[config.mk]
export PLATFORM = sky130hd
export DESIGN_NAME = dfm_top
export DESIGN_NICKNAME = d
export VERILOG_FILES = /design/src/dfm_top.v
export VERILOG_INCLUDE_DIRS = /design/src
export SDC_FILE = /design/constraint.sdc
export NUM_CORES = 1
export LEC_CHECK = 0
export ABC_CLOCK_PERIOD_IN_PS = 7600
export BUFFER_PORTS_ARGS = -buffer_cell sky130_fd_sc_hd__buf_2
export CORE_ASPECT_RATIO = 1.75
export CORE_MARGIN = 2
export CORE_UTILIZATION = 60
export DETAILED_ROUTE_END_ITERATION = 10
export PLACE_DENSITY = 0.78
export SLEW_MARGIN = 20
export SYNTH_ARGS = -nofsm -noshare
export SYNTH_HDL_FRONTEND = slang
export SYNTH_SLANG_ARGS = --single-unit
export TNS_END_PERCENT = 50
[constraint.sdc]
create_clock -name sys_clk -period 7.6 [get_ports sys_clk]
set_clock_uncertainty 0.15 [all_clocks]
set_input_delay 0 -clock sys_clk [delete_from_list [all_inputs] [get_ports sys_clk]]
set_output_delay 0 -clock sys_clk [all_outputs]
set_load 0.02 [all_outputs]
[src/dfm_regs.vh]
// register offsets, field positions, reset values and timing constants of the frequency monitor
`ifndef DFM_REGS_VH
`define DFM_REGS_VH

// register byte offsets
`define DFM_CTRL_OFS 8'h00
`define DFM_CFG1_OFS 8'h04
`define DFM_CFG2_OFS 8'h08
`define DFM_STAT_OFS 8'h0C

// control fields
`define DFM_CTRL_RUN 0
`define DFM_CTRL_FP_EN 1
`define DFM_CTRL_MODE1 2
`define DFM_CTRL_MODE2 3
`define DFM_CTRL_RST 32'h00000000

// channel configuration fields, all in 10 ms units
`define DFM_CFG_MIN_LO 0
`define DFM_CFG_MAX_LO 8
`define DFM_CFG_NOM_LO 16
`define DFM_CFG_TOL_LO 24
`define DFM_CFG_RST 32'h0000FF02

// status fields
`define DFM_STAT_EN_LO 0
`define DFM_STAT_ERR_LO 2
`define DFM_STAT_STK_LO 4
`define DFM_STAT_FP 6

// timing
`define DFM_EXEC_MS 4
`define DFM_UNIT_MS 10
`define DFM_CYC_PER_MS 100000

`endif

[src/dfm_top.v]
// dual frequency monitor with a classic wishbone register slave
//
// Summary of operation
// - constant high input flagged within max plus cycle
// - two separate channels, each own input, outputs
// - period too short, armed at first rise
// - period too long, armed at first rise
// - pulse too short when nominal is nonzero
// - pulse too long without falling edge
// - stuck high armed immediately on run
// - enable after two valid periods and pulses
// - zero nominal treats pulse as valid
// - enable drops on any active fault
// - all errors mode reports every fault
// - stuck only mode reports stuck high
// - stuck output follows constant high, clears low
// - fault present ors errors and stucks
// - error clears when enable rises
// - stop to run clears all outputs
// - each period judged alone, counters restart at every rise
// - one shared option enables fault present
//
// The placing of the registers and the Wishbone interface to the registers were chosen for this implementation.
`timescale 1ns/1ps
`include "dfm_regs.vh"

module dfm_top #(
  parameter TICK_CYC = `DFM_EXEC_MS * `DFM_CYC_PER_MS
) (
  // clock and reset
  input wire sys_clk,
  input wire rst_n,
  // wishbone slave
  input wire wb_cyc_i,
  input wire wb_stb_i,
  input wire wb_we_i,
  input wire [7:0] wb_adr_i,
  input wire [3:0] wb_sel_i,
  input wire [31:0] wb_dat_i,
  output reg [31:0] wb_dat_o,
  output reg wb_ack_o,
  // pulse inputs
  input wire [1:0] freq_in,
  // monitor outputs
  output wire [1:0] chan_enable,
  output wire [1:0] chan_error,
  output wire [1:0] chan_stuck,
  output reg fault_present
);

  localparam [19:0] TICK_LAST = TICK_CYC - 1;
  localparam [11:0] STEP = `DFM_EXEC_MS;
  localparam [11:0] UNIT = `DFM_UNIT_MS;
  localparam [11:0] CNT_MAX = 12'hFFF;

  reg [31:0] ctrl_reg;
  reg [31:0] cfg_reg [0:1];
  reg run_d_reg;
  reg [19:0] tick_cnt_reg;
  reg tick_reg;
  wire run;
  wire run_start;
  wire clear;
  wire wb_req;
  wire [31:0] stat_word;
  wire [31:0] wmask;
  integer i;

  assign run = ctrl_reg[`DFM_CTRL_RUN];
  assign run_start = run & ~run_d_reg;
  assign clear = ~run | run_start;
  assign wb_req = wb_cyc_i & wb_stb_i & ~wb_ack_o;
  assign wmask = {{8{wb_sel_i[3]}}, {8{wb_sel_i[2]}}, {8{wb_sel_i[1]}}, {8{wb_sel_i[0]}}};
  assign stat_word = {25'h0000000, fault_present, chan_stuck, chan_error, chan_enable};

  // register slave, one wait state, unmapped reads give zero
  always @(posedge sys_clk or negedge rst_n)
  begin
    if (!rst_n)
    begin
      ctrl_reg <= `DFM_CTRL_RST;
      cfg_reg[0] <= `DFM_CFG_RST;
      cfg_reg[1] <= `DFM_CFG_RST;
      wb_ack_o <= 1'b0;
      wb_dat_o <= 32'h00000000;
    end
    else
    begin
      wb_ack_o <= wb_req;
      if (wb_req && wb_we_i)
      begin
        case (wb_adr_i)
          `DFM_CTRL_OFS: ctrl_reg <= (ctrl_reg & ~wmask) | (wb_dat_i & wmask & 32'h0000000F);
          `DFM_CFG1_OFS: cfg_reg[0] <= (cfg_reg[0] & ~wmask) | (wb_dat_i & wmask);
          `DFM_CFG2_OFS: cfg_reg[1] <= (cfg_reg[1] & ~wmask) | (wb_dat_i & wmask);
          default: ;
        endcase
      end
      if (wb_req && !wb_we_i)
      begin
        case (wb_adr_i)
          `DFM_CTRL_OFS: wb_dat_o <= ctrl_reg;
          `DFM_CFG1_OFS: wb_dat_o <= cfg_reg[0];
          `DFM_CFG2_OFS: wb_dat_o <= cfg_reg[1];
          `DFM_STAT_OFS: wb_dat_o <= stat_word;
          default: wb_dat_o <= 32'h00000000;
        endcase
      end
    end
  end

  // logic execution cycle tick, restarted at run entry
  always @(posedge sys_clk or negedge rst_n)
  begin
    if (!rst_n)
    begin
      run_d_reg <= 1'b0;
      tick_cnt_reg <= 20'h00000;
      tick_reg <= 1'b0;
    end
    else
    begin
      run_d_reg <= run;
      if (clear || tick_cnt_reg == TICK_LAST)
        tick_cnt_reg <= 20'h00000;
      else
        tick_cnt_reg <= tick_cnt_reg + 20'h00001;
      tick_reg <= ~clear && (tick_cnt_reg == TICK_LAST);
    end
  end

  genvar g;
  generate
    for (g = 0; g < 2; g = g + 1)
    begin : ch
      reg sync1_reg;
      reg sync2_reg;
      reg smp_reg;
      reg armed_reg;
      reg pulse_ok_reg;
      reg [11:0] per_cnt_reg;
      reg [11:0] hi_cnt_reg;
      reg [11:0] stk_cnt_reg;
      reg [1:0] good_reg;
      reg en_reg;
      reg err_reg;
      reg stk_reg;
      wire [11:0] min10;
      wire [11:0] max10;
      wire [11:0] nom10;
      wire [11:0] tol10;
      wire [11:0] plo;
      wire [11:0] phi;
      wire pact;
      wire stuck_mode;
      wire rise;
      wire fall;
      wire [11:0] per_nx;
      wire [11:0] hi_nx;
      wire [11:0] stk_nx;
      wire f_short;
      wire f_long;
      wire f_pshort;
      wire f_plong;
      wire fault;
      wire stk_next;
      wire pulse_good;
      wire en_up;
      wire err_set;

      assign min10 = {4'h0, cfg_reg[g][`DFM_CFG_MIN_LO +: 8]} * UNIT;
      assign max10 = {4'h0, cfg_reg[g][`DFM_CFG_MAX_LO +: 8]} * UNIT;
      assign nom10 = {4'h0, cfg_reg[g][`DFM_CFG_NOM_LO +: 8]} * UNIT;
      assign tol10 = {7'h00, cfg_reg[g][`DFM_CFG_TOL_LO +: 5]} * UNIT;
      assign plo = (tol10 > nom10) ? 12'h000 : nom10 - tol10;
      assign phi = nom10 + tol10;
      assign pact = (nom10 != 12'h000);
      assign stuck_mode = ctrl_reg[`DFM_CTRL_MODE1 + g];

      assign rise = sync2_reg & ~smp_reg;
      assign fall = ~sync2_reg & smp_reg;
      // saturating counters advance one execution time per tick
      assign per_nx = (per_cnt_reg > CNT_MAX - STEP) ? CNT_MAX : per_cnt_reg + STEP;
      assign hi_nx = (hi_cnt_reg > CNT_MAX - STEP) ? CNT_MAX : hi_cnt_reg + STEP;
      assign stk_nx = (stk_cnt_reg > CNT_MAX - STEP) ? CNT_MAX : stk_cnt_reg + STEP;

      assign f_short = armed_reg & rise & (per_nx < min10);
      assign f_long = armed_reg & (per_nx > max10);
      assign f_pshort = pact & armed_reg & fall & (hi_nx < plo);
      assign f_plong = pact & armed_reg & sync2_reg & smp_reg & (hi_nx > phi);
      assign fault = f_short | f_long | f_pshort | f_plong;
      assign stk_next = sync2_reg & (stk_reg | (stk_nx > max10));
      assign pulse_good = ~pact | pulse_ok_reg;
      assign en_up = ~fault & rise & armed_reg & pulse_good & (good_reg == 2'h1) & ~en_reg;
      assign err_set = stuck_mode ? stk_next : (fault | stk_next);

      always @(posedge sys_clk or negedge rst_n)
      begin
        if (!rst_n)
        begin
          sync1_reg <= 1'b0;
          sync2_reg <= 1'b0;
        end
        else
        begin
          sync1_reg <= freq_in[g];
          sync2_reg <= sync1_reg;
        end
      end

      always @(posedge sys_clk or negedge rst_n)
      begin
        if (!rst_n)
        begin
          smp_reg <= 1'b0;
          armed_reg <= 1'b0;
          pulse_ok_reg <= 1'b0;
          per_cnt_reg <= 12'h000;
          hi_cnt_reg <= 12'h000;
          stk_cnt_reg <= 12'h000;
          good_reg <= 2'h0;
          en_reg <= 1'b0;
          err_reg <= 1'b0;
          stk_reg <= 1'b0;
        end
        else if (clear)
        begin
          smp_reg <= sync2_reg;
          armed_reg <= 1'b0;
          pulse_ok_reg <= 1'b0;
          per_cnt_reg <= 12'h000;
          hi_cnt_reg <= 12'h000;
          stk_cnt_reg <= 12'h000;
          good_reg <= 2'h0;
          en_reg <= 1'b0;
          err_reg <= 1'b0;
          stk_reg <= 1'b0;
        end
        else if (tick_reg)
        begin
          smp_reg <= sync2_reg;
          if (rise)
          begin
            armed_reg <= 1'b1;
            per_cnt_reg <= 12'h000;
            hi_cnt_reg <= 12'h000;
            pulse_ok_reg <= 1'b0;
          end
          else
          begin
            per_cnt_reg <= per_nx;
            hi_cnt_reg <= sync2_reg ? hi_nx : hi_cnt_reg;
          end
          if (fall)
            pulse_ok_reg <= ~pact | ((hi_nx >= plo) & (hi_nx <= phi));
          stk_cnt_reg <= sync2_reg ? stk_nx : 12'h000;
          stk_reg <= stk_next;
          if (fault)
          begin
            good_reg <= 2'h0;
            en_reg <= 1'b0;
          end
          else if (rise && armed_reg)
          begin
            if (!pulse_good)
              good_reg <= 2'h0;
            else if (good_reg != 2'h2)
              good_reg <= good_reg + 2'h1;
            if (en_up)
              en_reg <= 1'b1;
          end
          if (stuck_mode)
            err_reg <= stk_next;
          else if (err_set)
            err_reg <= 1'b1;
          else if (en_up)
            err_reg <= 1'b0;
        end
      end

      assign chan_enable[g] = en_reg;
      assign chan_error[g] = err_reg;
      assign chan_stuck[g] = stk_reg;
    end
  endgenerate

  // summary output, present only when the shared option is set
  always @(posedge sys_clk or negedge rst_n)
  begin
    if (!rst_n)
      fault_present <= 1'b0;
    else if (clear)
      fault_present <= 1'b0;
    else
      fault_present <= ctrl_reg[`DFM_CTRL_FP_EN] & (|chan_error | |chan_stuck);
  end

  always @*
  begin
    for (i = 0; i < 1; i = i + 1)
    begin
    end
  end

endmodule

==> out/results.tsv, run 1 <==
metric	value	unit
status	finished with violations	
violations	hold timing	
clk_path_buf_depth	3	
fp.dieH	231	um
final_nets	2279	
dr.first_iter.drc_count	881	
synth-seq-area-share	34.6	%
synth_top_family_by_area	adder cells	
die_x	134	um
finalSetupViolations	0	
rsz0062_at_grt	false	
max_slew_margin	30.7	%
wl_per_cell	19.7	um
required	7850	ps
yosys_most_used_dff	dfrtp_1	
holdWs	-55.4	ps
cp_max_fo	8	
track_usage	30.4	%
holdCritPathClass	primary input to asynchronous set/reset pin	
avgViaCountPerCell	6.18	
antenna_found_initial	1	
crit_type	flop to flop	
synth_compound_area_share	15.4	%
vias	14700	
drive_above_1_share	12.2	%
met2_usage	55.4	%
drc	0	
wirelength	46800	um
synth_area	17700	um^2
leakagePower	10.1	nW
dpl.hpwl	34700	um
htreeDepth	1	
die_area	31000	um^2
grt_max_degree	113	
cts_buffers	24	
clk_latency	550	ps
r2r_end	ch[0].good_reg[1]$_DFFE_PN0P_	
ys_ff_latch	244	
final_max_slew_viol_count	0	
grt_pass1_wl	75700	um
synth.distinct_cells	74	
yosys-top-cells-count	ha_1, dfrtp_1, nand2_1	
worst_ep_arrival_time	5650	ps
synth_cells	1852	
synth_xor_area_share	5.95	%
syn_nets	2156	
final.period_utilization	70.9	%
rr_worst_depth	22	
synth-edff-count	0	
tightest_slew	1040	ps
powerDensity	140	nW/um^2
finalSetupTns	0	ps
synthTopCellsByArea	dfrtp_1, ha_1, mux2_2	
core_area	29200	um^2
clock.fmax	185	MHz
synth-async-reset-ratio	100	%
yosysTopAreaCellShare	31.9	%
initial_core_util	60.7	%
grt.busiest_layer	met2	
irDropWorstVdd	0.197	mV
end_kind	flop	
synth-warning-count	0	
post-synth-top-count-cell	ha_1	
boundaryPins	91	
gp_congestion	0.906	
setup.worst_path.end	ch[0].good_reg[1]$_DFFE_PN0P_	
rows	83	
yosysTopAreaCell	dfrtp_1	
drtPass1Iterations	5	
synth_mux_area_share	6.85	%
hold_viol_final	17	
startpoint_type	flop	
clk_pin_slew	70	ps
grt_pass1_vias	15200	
r2r_slack	2210	ps
min_period	5390	ps
met3_usage	3.89	%
grt-ovfl-total	0	
yosys.area_share.simple	15.2	%
yosys.area_share.adder	18.4	%
layout-area-overhead-vs-synth	12.1	%
maxCapViolations	0	
root_buffer	clkbuf_16	
cts_sinks	244	
cts_tree	done	
grt_use_met1	33.5	%
syn_avg_cell_area	9.57	um^2
portBuffers	90	
antenna_left	0	
## what timing repair did
item | in CTS | in global routing
hold endpoints to repair | 216 | 0
setup buffers | 0 | 0
hold buffers | 54 | 0
resized for setup | 0 | 0
## where the power goes
part	internal (mW)	total [mW]	switching [mW]	leakage (nW)
clock network	0.742	1.27	0.528	0.411
registers	1.30	1.31	0.00674	3.33
logic	0.0860	0.210	0.124	6.32
total	2.13	2.79	0.659	10.1
## layout by cell type (no fill, tap or decap), types with 19 or more instances in the layout
master         instances
a22o_1                64
clkbuf_16             25
dlygate4sd3_1         54
nand3_1               47
and2_1                39
nand2_1              180
nor3_1                19
inv_1                111
ha_1                 241
nor2b_1               31
mux2i_1               29
xnor2_1               72
and3_1                31
mux2_2                67
xor2_1                43
buf_2                 89
dfrtp_1              226
a21o_1                32
nor2_1               112
o21ai_0               99
nand4_1               19
a21oi_1              123
o21bai_1              20
## critical path: stages, from the launching register on
cell and delay (ps):
dfrtp_1 500, ha_1 350, ha_1 160, inv_1 50, fa_1 400, xnor2_1 190
ha_1 330, inv_1 90, or3_1 310, o21ai_0 120, a211oi_1 90, nor2_1 300
nand2_1 260, nand2_1 150, ha_1 240, nor2b_1 130, o21ai_0 150, a21oi_1 90
a2111o_1 400, mux2i_1 160, a41oi_2 200, a31oi_1 310, o22ai_1 130
## area by class of cell
class	count	area, um^2
Antenna cell	1	2.50
Clock buffer	33	696
Clock inverter	11	133
Fill cell	2256	9320
Inverter	111	417
Multi-Input combinational cell	1444	11000
Sequential cell	244	6130
Tap cell	382	478
Timing Repair Buffer	150	1050
## worst min path at each step
stage | slack, ps | endpoint | from | cells past startpoint
global placement | -40 | ch[0].sync1_reg$_DFF_PN0_ | freq_in[0] | 1
floorplan | -450 | asynchronous set/reset pin | rst_n | 0
CTS | 10 | wb_dat_o[17]$_DFFE_PN0P_ | rst_n | 2
detailed placement | -40 | ch[1].sync1_reg$_DFF_PN0_ | freq_in[1] | 1
finish | -60 | wb_dat_o[17]$_DFFE_PN0P_ | rst_n | 2
global route | 70 | wb_dat_o[17]$_DFFE_PN0P_ | rst_n | 2
## per-stage QoR
step | cell area, um^2 | setup slack, ps | utilization (%) | power [mW] | cells
final | 19900 | 2210 | 68.1 | 2.79 | 2376
after global routing | 19900 | 1800 | 68.1 | 2.88 | 2376
after CTS | 19900 | 2260 | 68.1 | 2.81 | 2375
after detailed placement | 18500 | 2280 | 63.4 | 1.52 | 2277
after global placement | 18500 | 2430 | 63.3 | 1.52 | 2277
after floorplan | 17700 | 2810 | - | 1.45 | 1852
## kinds of logic (layout without fill, tap and decap cells)
family / Yosys count / in the layout
other: 0 / 1
adder cells (fa/ha/maj): 253 / 253
multiplexers: 104 / 104
XOR/XNOR: 117 / 117
AO/OA/AOI/OAI: 422 / 422
flip-flops: 244 / 244
buffers and inverters: 164 / 305
AND/OR/NAND/NOR: 548 / 548
## routing by layer
| layer | up-vias | routed length (um) | share of wire, % |
|---|---|---|---|
| li1 | 6882 | - | - |
| met1 | 7102 | 17100 | 37 |
| met2 | 514 | 24200 | 52 |
| met3 | 181 | 2510 | 5.4 |
| met4 | 0 | 2960 | 6.3 |
| met5 | - | 0 | 0 |
No activity file was read; power rests on OpenSTA's default activity.
==> run 2, diff against run 1 <==
ABC_AREA = 1   (was default)
ABC_CLOCK_PERIOD_IN_PS = 5100   (was 7600)
clock period = 5.1 ns   (was 7.6 ns; I/O delays follow)
==> run 2 against run 1 <==
The run still ends with hold timing left. Non-clock buffer count rose by 4. Clock-buffer cell count fell by 6. Wire length grew 4.1%. Final cell count rose by 21%. Synthesized area is 1.2% higher. Combinational power rose by 43%. Critical path depth increased by 4. First-iteration DRC count increased by 12%. Sequential cell count stayed put. Critical path type unchanged.
==> out/results.tsv, run 2 <==
metric	value	unit
status	finished with violations	
violations	hold timing	
synth_cells	2328	
setup_slack	386	ps
syn_avg_cell_area	7.70	um^2
yosysTopAreaCellShare	31.5	%
worst_ep_arrival_time	4990	ps
synth-async-reset-ratio	100	%
synth_xor_area_share	3.13	%
grt_pass1_wl	78900	um
final_nets	2769	
clk_path_buf_depth	3	
holdCritPathClass	primary input to asynchronous set/reset pin	
portBuffers	90	
synth_mux_area_share	0	%
dp_slack	408	ps
clock.fmax	212	MHz
dr.first_iter.drc_count	987	
crit_type	flop to flop	
leakagePower	10.3	nW
synth_area	17900	um^2
required	5370	ps
hold_viol_final	3	
layout_common_cells	nand2_1, inv_1, ha_1, o21ai_0, dfrtp_1	
final_max_slew_viol_count	0	
drtPass1Iterations	6	
place_inst	2769	
synth-warning-count	0	
vias	16500	
antenna_found_initial	0	
tightest_slew	1040	ps
post-synth-top-count-cell	nand2_1	
synth.distinct_cells	53	
die_area	31300	um^2
avgViaCountPerCell	5.75	
boundaryPins	91	
grt_max_degree	128	
finalSetupViolations	0	
initial_core_util	61.0	%
drc	0	
min_period	4710	ps
die_x	135	um
root_buffer	clkbuf_16	
clk_latency	560	ps
cp_max_fo	6	
wirelength	48800	um
post_cts_buffers	0	
htreeDepth	1	
yosysTopAreaCell	dfrtp_1	
drive_above_1_share	8.86	%
synth-seq-area-share	34.2	%
cts_tree	done	
final.period_utilization	92.4	%
layout-area-overhead-vs-synth	12.5	%
startpoint_type	flop	
wl_per_cell	17.0	um
end_kind	flop	
syn_nets	2632	
yosys.area_share.simple	22.1	%
finalSetupTns	0	ps
rows	83	
cts_buffers	24	
powerDensity	209	nW/um^2
final_common_cell	nand2_1	
grt_pass1_vias	16600	
dpl.hpwl	37400	um
yosys_most_used_dff	dfrtp_1	
layout.cells.non_filler	2866	
holdWs	-25.2	ps
ys_ff_latch	244	
grt-ovfl-total	0	
maxCapViolations	0	
synth-edff-count	0	
track_usage	31.5	%
yosys-top-cells-count	nand2_1, inv_1, ha_1	
antenna_left	0	
fp.dieH	233	um
core_area	29400	um^2
synth_top_family_by_area	simple AND/OR/NAND/NOR gates	
yosys.area_share.adder	18.2	%
gp_congestion	0.944	
rsz0062_at_grt	false	
synthTopCellsByArea	dfrtp_1, ha_1, nand2_1	
clk_pin_slew	70	ps
cts_sinks	244	
max_slew_margin	30.6	%
synth_compound_area_share	13.6	%
irDropWorstVdd	0.258	mV
-- run 2: cells by family after synthesis --
group	Yosys count
compound gates	440
buf+inv	416
fa+ha+maj	253
flops	244
simple gates	911
xor+xnor	64
-- run 2: final cells by class --
| cell class | instances | area (um^2) |
|---|---|---|
| well taps | 382 | 478 |
| clock buffers | 27 | 642 |
| fillers | 2428 | 9220 |
| inverters | 373 | 1400 |
| multi-input cells | 1668 | 10200 |
| flip-flops and latches | 244 | 6130 |
| diodes | 1 | 2.50 |
| clock inverters | 17 | 223 |
| repair buffers | 154 | 1070 |
-- run 2: worst paths after layout --
check                                                      to                       from  slack [ps]  depth (start not counted)
worst max-delay path            ch[1].good_reg[1]$_DFFE_PN0P_                       flop         390                         26
worst min-delay path               asynchronous set/reset pin                      rst_n         -30                          2
worst max register to register  ch[1].good_reg[1]$_DFFE_PN0P_                       flop         390                         26
worst min register to register      ch[0].sync2_reg$_DFF_PN0_  ch[0].sync1_reg$_DFF_PN0_         210                          0
max in group asynchronous          asynchronous set/reset pin                      rst_n        3530                          3
min in group sys_clk                  wb_dat_o[4]$_DFFE_PN0P_                wb_adr_i[2]         -10                          4
-- run 2: report_power, final --
group          switching, mW  internal (mW)
Sequential            0.0101           1.95
Clock                  0.829           1.12
Combinational          0.191          0.109
-- run 2: timing repair --
action                                  4_1_cts  5_1_grt
hold endpoints to repair                    227        0
hold buffers                                 52        0
endpoints found under the setup margin        0        7
gates resized for setup                       0        6
-- run 2: layer usage --
metal	wire, um	track usage, %
met1	17100	32.0
met2	25600	59.0
met3	2250	3.64
met5	0	0
met4	3870	21.8
-- run 2: critical path, cell delays in order (launching register included) --
cell     delay, ps
dfrtp_1        480
ha_1           340
ha_1           230
fa_1           410
xor2_1         210
ha_1           370
nand2_1         60
o21ai_0        330
inv_1           70
nor2_1          90
o21ai_0         80
nand2_1        120
a31oi_1        100
ha_1           330
nand2_1         80
nor2_1         140
nand3_1         90
nand3_1         80
nand2_1         70
nor2_1         100
nand3_1        100
nand3_2        120
nor2_4          50
o21ai_1         90
nand2_2         80
nand2_1         90
o21ai_0         80
-- run 2: stage by stage --
stage / utilization [%] / area, um^2 / power (mW)
global placement: 63.8 / 18800 / 2.26
floorplan: - / 17900 / 2.15
global route: 68.6 / 20200 / 4.35
finish: 68.6 / 20200 / 4.21
CTS: 68.6 / 20100 / 4.23
detailed placement: 63.8 / 18800 / 2.26
